`src/verilog/ana_pkg.sv`:
```
/*
  ana_pkg: constants for the auto-negotiation advertisement register block.
  assumes a 32-bit apb slave with the register word at byte offset 0x04 and a restart strobe at 0x08.
*/
package ana_pkg;
  localparam int unsigned ADDR_W = 8;
  localparam logic [ADDR_W-1:0] ADV_OFFSET = 8'h04;
  localparam logic [ADDR_W-1:0] RESTART_OFFSET = 8'h08;
  localparam logic [15:0] ADV_RESET = 16'h01e1;
  localparam logic [4:0] SELECTOR_VALUE = 5'h01;
  localparam int unsigned NEXT_PAGE_BIT = 15;
  localparam int unsigned REMOTE_FAULT_BIT = 13;
  localparam logic [15:0] SELECTOR_MASK = 16'h001f;
  localparam int unsigned ABIL_HI = 8;
  localparam int unsigned ABIL_LO = 5;
  localparam int unsigned RESTART_BIT = 9;
  localparam logic [15:0] WRITE_MASK = 16'h21e0;
  localparam logic [15:0] HALF_MASK = 16'hffff;
  localparam logic [3:0] ABIL_RESET = 4'hf;
  typedef enum logic [1:0] {
    ANA_IDLE,
    ANA_ACCESS,
    ANA_DONE
  } ana_state_t;
endpackage

```
`src/verilog/ana_latch.sv`:
```
/*
  ana_latch: copies the stored advertisement onto the link-side word on restart.
  assumes load_i is a one-cycle pulse from the same clock domain.
*/
`timescale 1ns/1ps
module ana_latch (
  input wire logic clk_i,
  input wire logic reset_i,
  input wire logic load_i,
  input wire logic [15:0] stored_i,
  output logic [15:0] link_word_o
);
  import ana_pkg::*;

  always_ff @(posedge clk_i or posedge reset_i) begin
    if (reset_i) begin
      link_word_o <= ADV_RESET;
    end else if (load_i) begin
      link_word_o <= stored_i;
    end
  end

  AST_LINK_HOLDS: assert property (@(posedge clk_i) disable iff (reset_i)
    !$past(load_i) |-> $stable(link_word_o)) else $error("link word moved without restart");
endmodule // ana_latch

```
`src/verilog/ana_adv_reg.sv`:
```
/*
  ana_adv_reg: apb slave holding the auto-negotiation advertisement register.
  assumes an apb master on clk_i; the negotiation engine pulses restart externally.
*/
`timescale 1ns/1ps
// Overview of operation
// - 16-bit read/write register, reset value 0x01e1
// - writes reach link only after restart
// - bits 8:5 writable abilities, reset to one
// - bit 15 next page reads zero
// - bit 13 writable remote fault, resets zero
// - bits 14, 12:9 read zero
// - selector bits 4:0 fixed at 0x01
module ana_adv_reg (
  input wire logic clk_i,
  input wire logic reset_i,
  input wire logic psel,
  input wire logic penable,
  input wire logic pwrite,
  input wire logic [ana_pkg::ADDR_W-1:0] paddr,
  input wire logic [31:0] pwdata,
  input wire logic restart_negotiation_i,
  output logic [31:0] prdata,
  output logic pready,
  output logic pslverr,
  output logic [15:0] advertised_word_o,
  output logic adv_100tx_full_o,
  output logic adv_100tx_half_o,
  output logic adv_10t_full_o,
  output logic adv_10t_half_o,
  output logic remote_fault_advertise_o
);
  import ana_pkg::*;

  logic [3:0] ability_field;
  logic remote_fault_advertise;
  logic [15:0] stored_word;
  logic restart_pulse;
  logic sw_restart;
  logic access;
  logic hit_adv;
  logic hit_restart;
  logic [15:0] link_word;
  logic wr_adv;
  logic rd_setup;

  assign access = psel && penable;
  assign hit_adv = (paddr == ADV_OFFSET);
  assign hit_restart = (paddr == RESTART_OFFSET);
  assign pready = 1'b1;
  assign pslverr = 1'b0;

  // shorthands used by the checks below
  assign wr_adv = access && pwrite && hit_adv;
  assign rd_setup = psel && !penable && !pwrite;

  // reserved and next page bits stay zero; selector is hard wired
  assign stored_word = {1'b0, 1'b0, remote_fault_advertise, 4'h0, ability_field,
    SELECTOR_VALUE};

  always_ff @(posedge clk_i or posedge reset_i) begin
    if (reset_i) begin
      ability_field <= ABIL_RESET;
    end else if (access && pwrite && hit_adv) begin
      ability_field <= pwdata[ABIL_HI:ABIL_LO];
    end
  end

  always_ff @(posedge clk_i or posedge reset_i) begin
    if (reset_i) begin
      remote_fault_advertise <= 1'b0;
    end else if (access && pwrite && hit_adv) begin
      remote_fault_advertise <= pwdata[REMOTE_FAULT_BIT];
    end
  end

  // software restart strobe stands in for the control register's restart bit
  assign sw_restart = access && pwrite && hit_restart && pwdata[RESTART_BIT];
  assign restart_pulse = sw_restart || restart_negotiation_i;

  always_ff @(posedge clk_i or posedge reset_i) begin
    if (reset_i) begin
      prdata <= 32'h0;
    end else if (psel && !penable && !pwrite) begin
      prdata <= hit_adv ? {16'h0, stored_word} : 32'h0;
    end
  end

  ana_latch u_latch (
    .clk_i(clk_i),
    .reset_i(reset_i),
    .load_i(restart_pulse),
    .stored_i(stored_word),
    .link_word_o(link_word)
  );

  assign advertised_word_o = link_word;
  assign adv_100tx_full_o = link_word[ABIL_HI];
  assign adv_100tx_half_o = link_word[ABIL_HI-1];
  assign adv_10t_full_o = link_word[ABIL_LO+1];
  assign adv_10t_half_o = link_word[ABIL_LO];
  assign remote_fault_advertise_o = link_word[REMOTE_FAULT_BIT];

  AST_RESET_VALUE: assert property (@(posedge clk_i)
    $fell(reset_i) |-> stored_word == ADV_RESET) else $error("bad reset value");
  AST_NP_ZERO: assert property (@(posedge clk_i) disable iff (reset_i)
    stored_word[NEXT_PAGE_BIT] == 1'b0) else $error("next page bit set");
  AST_RSVD_ZERO: assert property (@(posedge clk_i) disable iff (reset_i)
    (stored_word & ~WRITE_MASK & ~SELECTOR_MASK) == 16'h0) else $error("reserved bit set");
  AST_SELECTOR: assert property (@(posedge clk_i) disable iff (reset_i)
    stored_word[4:0] == SELECTOR_VALUE) else $error("selector changed");
  AST_ABIL_WRITE: assert property (@(posedge clk_i) disable iff (reset_i)
    access && pwrite && hit_adv |=> ability_field == $past(pwdata[ABIL_HI:ABIL_LO]))
    else $error("ability write lost");
  AST_RF_WRITE: assert property (@(posedge clk_i) disable iff (reset_i)
    access && pwrite && hit_adv |=> remote_fault_advertise == $past(pwdata[REMOTE_FAULT_BIT]))
    else $error("remote fault write lost");
  AST_LINK_LOAD: assert property (@(posedge clk_i) disable iff (reset_i)
    restart_pulse |=> advertised_word_o == $past(stored_word)) else $error("restart not applied");
  AST_MAP: assert property (@(posedge clk_i) disable iff (reset_i)
    {adv_100tx_full_o, adv_100tx_half_o, adv_10t_full_o, adv_10t_half_o} ==
    advertised_word_o[ABIL_HI:ABIL_LO]) else $error("ability map wrong");
  AST_READ: assert property (@(posedge clk_i) disable iff (reset_i)
    psel && !penable && !pwrite && hit_adv |=> prdata[15:0] == $past(stored_word))
    else $error("read data wrong");

  COV_WRITE: cover property (@(posedge clk_i) access && pwrite && hit_adv);
  COV_RESTART: cover property (@(posedge clk_i) sw_restart);
  COV_CLEAR_THEN_RESTART: cover property (@(posedge clk_i)
    (access && pwrite && hit_adv && pwdata[ABIL_HI] == 1'b0) ##[1:20] restart_pulse);
  COV_READ: cover property (@(posedge clk_i) rd_setup && hit_adv);
  COV_REMOTE_FAULT: cover property (@(posedge clk_i) remote_fault_advertise_o);

  // bus side: zero wait states, never an error response

  AST_PREADY_HIGH: assert property (@(posedge clk_i) disable iff (reset_i)
    pready == 1'b1)
    else $error("wait state inserted");

  AST_NO_SLVERR: assert property (@(posedge clk_i) disable iff (reset_i)
    pslverr == 1'b0)
    else $error("error response raised");

  AST_UPPER_ZERO: assert property (@(posedge clk_i) disable iff (reset_i)
    prdata[31:16] == 16'h0)
    else $error("upper read half not zero");

  // unmapped addresses read zero so software never sees stale data
  AST_UNMAPPED_READ: assert property (@(posedge clk_i) disable iff (reset_i)
    rd_setup && !hit_adv |=> prdata == 32'h0)
    else $error("unmapped read not zero");

  AST_PRDATA_HOLD: assert property (@(posedge clk_i) disable iff (reset_i)
    !rd_setup |=> $stable(prdata))
    else $error("read data moved outside setup");

  AST_RESET_PRDATA: assert property (@(posedge clk_i)
    $fell(reset_i) |-> prdata == 32'h0)
    else $error("read data not cleared by reset");

  // stored fields only move on a write to this register

  AST_ABIL_HOLD: assert property (@(posedge clk_i) disable iff (reset_i)
    !wr_adv |=> $stable(ability_field))
    else $error("ability field moved without write");

  AST_RF_HOLD: assert property (@(posedge clk_i) disable iff (reset_i)
    !wr_adv |=> $stable(remote_fault_advertise))
    else $error("remote fault moved without write");

  AST_RESET_ABIL: assert property (@(posedge clk_i)
    $fell(reset_i) |-> ability_field == ABIL_RESET)
    else $error("ability field not reset to ones");

  AST_RESET_RF: assert property (@(posedge clk_i)
    $fell(reset_i) |-> remote_fault_advertise == 1'b0)
    else $error("remote fault not reset to zero");

  // link side: the advertised word only changes on a restart

  AST_LINK_STEADY: assert property (@(posedge clk_i) disable iff (reset_i)
    !restart_pulse |=> $stable(advertised_word_o))
    else $error("advertised word moved without restart");

  AST_RESET_LINK: assert property (@(posedge clk_i)
    $fell(reset_i) |-> advertised_word_o == ADV_RESET)
    else $error("advertised word not reset");

  // a restart write with the trigger bit clear must not restart
  AST_RESTART_BIT: assert property (@(posedge clk_i) disable iff (reset_i)
    access && pwrite && hit_restart && !pwdata[RESTART_BIT] && !restart_negotiation_i
    |=> $stable(advertised_word_o))
    else $error("restart without trigger bit");

  AST_LINK_NP_ZERO: assert property (@(posedge clk_i) disable iff (reset_i)
    advertised_word_o[NEXT_PAGE_BIT] == 1'b0)
    else $error("next page advertised");

  AST_LINK_RSVD: assert property (@(posedge clk_i) disable iff (reset_i)
    (advertised_word_o & ~WRITE_MASK & ~SELECTOR_MASK) == 16'h0)
    else $error("reserved bit advertised");

  AST_LINK_SELECTOR: assert property (@(posedge clk_i) disable iff (reset_i)
    advertised_word_o[4:0] == SELECTOR_VALUE)
    else $error("advertised selector wrong");

  AST_RF_OUT: assert property (@(posedge clk_i) disable iff (reset_i)
    remote_fault_advertise_o == advertised_word_o[REMOTE_FAULT_BIT])
    else $error("remote fault output wrong");

  // limitation: both restart strobes in one cycle act as a single restart
endmodule // ana_adv_reg

```
`config.mk`:
```
export PLATFORM = sky130hd
export DESIGN_NAME = ana_adv_reg
export DESIGN_NICKNAME = d
export VERILOG_FILES = /design/src/verilog/ana_pkg.sv /design/src/verilog/ana_latch.sv /design/src/verilog/ana_adv_reg.sv
export SDC_FILE = /design/constraint.sdc
export NUM_CORES = 1
export LEC_CHECK = 0
export ABC_AREA = 1
export BUFFER_PORTS_ARGS = -buffer_cell sky130_fd_sc_hd__buf_2
export CAP_MARGIN = 20
export CORE_ASPECT_RATIO = 0.7
export CORE_UTILIZATION = 36
export DETAILED_ROUTE_END_ITERATION = 10
export PLACE_DENSITY = 0.81
export REMOVE_ABC_BUFFERS = 1
export SLEW_MARGIN = 20
export SYNTH_ARGS = -nofsm -noshare
export SYNTH_HDL_FRONTEND = slang
export SYNTH_SLANG_ARGS = --single-unit
```
`constraint.sdc`:
```
create_clock -name clk_i -period 0.93 [get_ports clk_i]
set_input_delay 0.1395 -clock clk_i [delete_from_list [all_inputs] [get_ports clk_i]]
set_output_delay 0.1395 -clock clk_i [all_outputs]
set_load 0.005 [all_outputs]
```
==> impl_metrics.json <==
{
  "grt_pass1_wl_um": 2950,
  "cp_max_fo": 3,
  "synth_fa_ha_area_share_pct": 0,
  "via_per_inst": 3.82,
  "clk_latency_ps": 250,
  "rows": 16,
  "leakage_nw": 0.758,
  "final-setup-viol-count": 8,
  "syn_area_um2": 1070,
  "ys_seq_area_share_pct": 38.3,
  "muxShareOfSynthArea_pct": 0,
  "dr.pass1.iters": 4,
  "grt_pass1_vias": 674,
  "max_freq_ghz": 0.958,
  "syn_area_per_cell_um2": 7.93,
  "syn_to_final_growth_pct": 13.3,
  "synth-compound-area-share_pct": 0,
  "die_height_um": 47.6,
  "r2r_start": "u_latch.link_word_o[6]",
  "synth_cells": 135,
  "h-tree-depth": 1,
  "antenna_cells": 0,
  "grt.total_usage_pct": 12.9,
  "path_class": "flop to output port",
  "gp_congestion": 0.753,
  "port_buffers": 35,
  "peakVddDrop_mv": 0.541,
  "final_common_cell": "conb_1",
  "rr_endpoint": "u_latch.link_word_o[6]",
  "critPathMaxStageDelay_ps": 550,
  "synth_top_family_by_area": "buffers and inverters",
  "coreArea_um2": 2800,
  "clock_skew_ps": 1.52,
  "grt_overflow": 0,
  "cts_made_buffers": 3,
  "power.total_w": 0.00142,
  "layout_common_cells": "39 x conb_1, 37 x nand2_1, 34 x buf_2",
  "fin_crit_ps": 1040,
  "crit_buf_inv": 1,
  "die_w_um": 67.2,
  "slew_violations": 0,
  "ys.warnings.count": 0,
  "fin_crit_sh_pct": 112,
  "drc_errors": 0,
  "start_util_pct": 38.2,
  "synth_cell_types": 12,
  "drv_cap": 0,
  "violations": "setup timing",
  "critPathTopFamily": "flip-flops",
  "yosys.area_share.simple_pct": 26.3,
  "root_buffer": "clkbuf_8",
  "ys_top_cells_by_area": "buf_4 32%, dfstp_2 20%, dfrtp_1 19%",
  "cp-end-kind": "output port",
  "ios": 101,
  "clock-sinks": 16,
  "finalWorstSetupSlack_ps": -114,
  "final_nets": 222,
  "drt-wirelength-per-cell_um": 8.73,
  "yosysTopAreaCell": "buf_4",
  "hold_depth": 3,
  "crit_start": "u_latch.link_word_o[6]",
  "outcome": "finished with violations",
  "pre_cts_slack_ps": -116,
  "ys_seq_elements": 16,
  "drive_gt1_share_pct": 32.6,
  "crit_slowest_cell": "dfstp_2",
  "p_per_area_nw_per_um2": 1170,
  "cp-start-kind": "flop",
  "wirelength_um": 1840,
  "hp-class": "input pin to flop",
  "min-delay-start": "pwdata[6]",
  "final.setup.tns_ps": -816,
  "grt_util_met2_pct": 20.6,
  "grt_max_degree": 17,
  "rsz0062_at_grt": "true",
  "timing.hold.ws_ps": 100,
  "grt_util_met3_pct": 5.71,
  "worstPathCellList": "buf_2",
  "first_iter_violations": 41,
  "antenna_found_initial": 0,
  "reg2reg_depth": 3,
  "use_met1_pct": 16.5,
  "drtAntennaViolNets": 0,
  "place_hpwl_um": 1490,
  "synth_xor_area_share_pct": 0,
  "min_to": "ability_field[1]",
  "cts_tree": "built",
  "busiest_layer": "met2",
  "path_clk_slew_ps": 60,
  "yosysTopAreaCellShare_pct": 31.5,
  "hold_viol_final": 0,
  "arrival_ps": 900,
  "reg2reg_slack_ps": 100,
  "worst_ep_required_time_ps": 790,
  "dieArea_um2": 3200,
  "vias": 807,
  "cts.path.max_buffers": 2
}
routing by layer:
layer	vias to the layer above	routed length, um
met3	0	130
met4	0	0
met5	-	0
met1	364	817
met2	29	893
li1	414	-
stage by stage:
step / utilization [%] / cell area, um2 / instances
floorplan: - / 872 / 127
CTS: 42.8 / 1200 / 210
detailed placement: 40.6 / 1140 / 204
global route: 43.3 / 1210 / 211
global placement: 40.6 / 1140 / 204
finish: 43.3 / 1210 / 211
flip-flops by register name (all words and copies together) (netlist names):
name,count
u_latch.link_word_o,5
remote_fault_advertise,1
prdata,6
ability_field,4
power by group:
part,total [W],leakage [nW],switching (W),internal [W]
sequential,0.000715,0.194,0.00000565,0.000709
combinational,0.000166,0.541,0.000103,0.0000627
clock,0.000538,0.0228,0.000235,0.000304
layout make-up:
class | count | area (um2)
repair buffers | 44 | 251
multi-input cells | 102 | 428
clock buffers | 4 | 45.0
inverters | 9 | 33.8
flip-flops and latches | 16 | 410
fillers | 300 | 1590
well taps | 36 | 45.0
what timing repair did:
item / CTS / global route
gates resized for setup: 0 / 1
endpoints found under the hold margin: 8 / 0
setup endpoints to repair: 8 / 10
setup buffers: 1 / 1
hold buffers: 1 / 0
cells in the mapped netlist:
master   instances
nand2_1         37
nand4_1          1
nor3_2           1
nor2_1           5
nor3_4           1
dfstp_2          8
dfrtp_1          8
nand2_2          1
buf_4           45
conb_1           2
nand3_1         17
inv_1            9
how the worst max path moves through the flow:
stage                                         to  cells after the start
after detailed placement  u_latch.link_word_o[8]                      8
after global placement    u_latch.link_word_o[6]                      8
after floorplan                       prdata[13]                      5
final                             adv_10t_full_o                      1
after CTS                       adv_100tx_half_o                      1
after global routing            adv_100tx_half_o                      1
logic make-up (layout without fill, tap and decap cells):
family | count (synthesis) | after routing
flip-flops | 16 | 16
AND/OR/NAND/NOR | 63 | 63
other | 2 | 39
buffers and inverters | 54 | 57
Power figures use the tool's default switching activity.
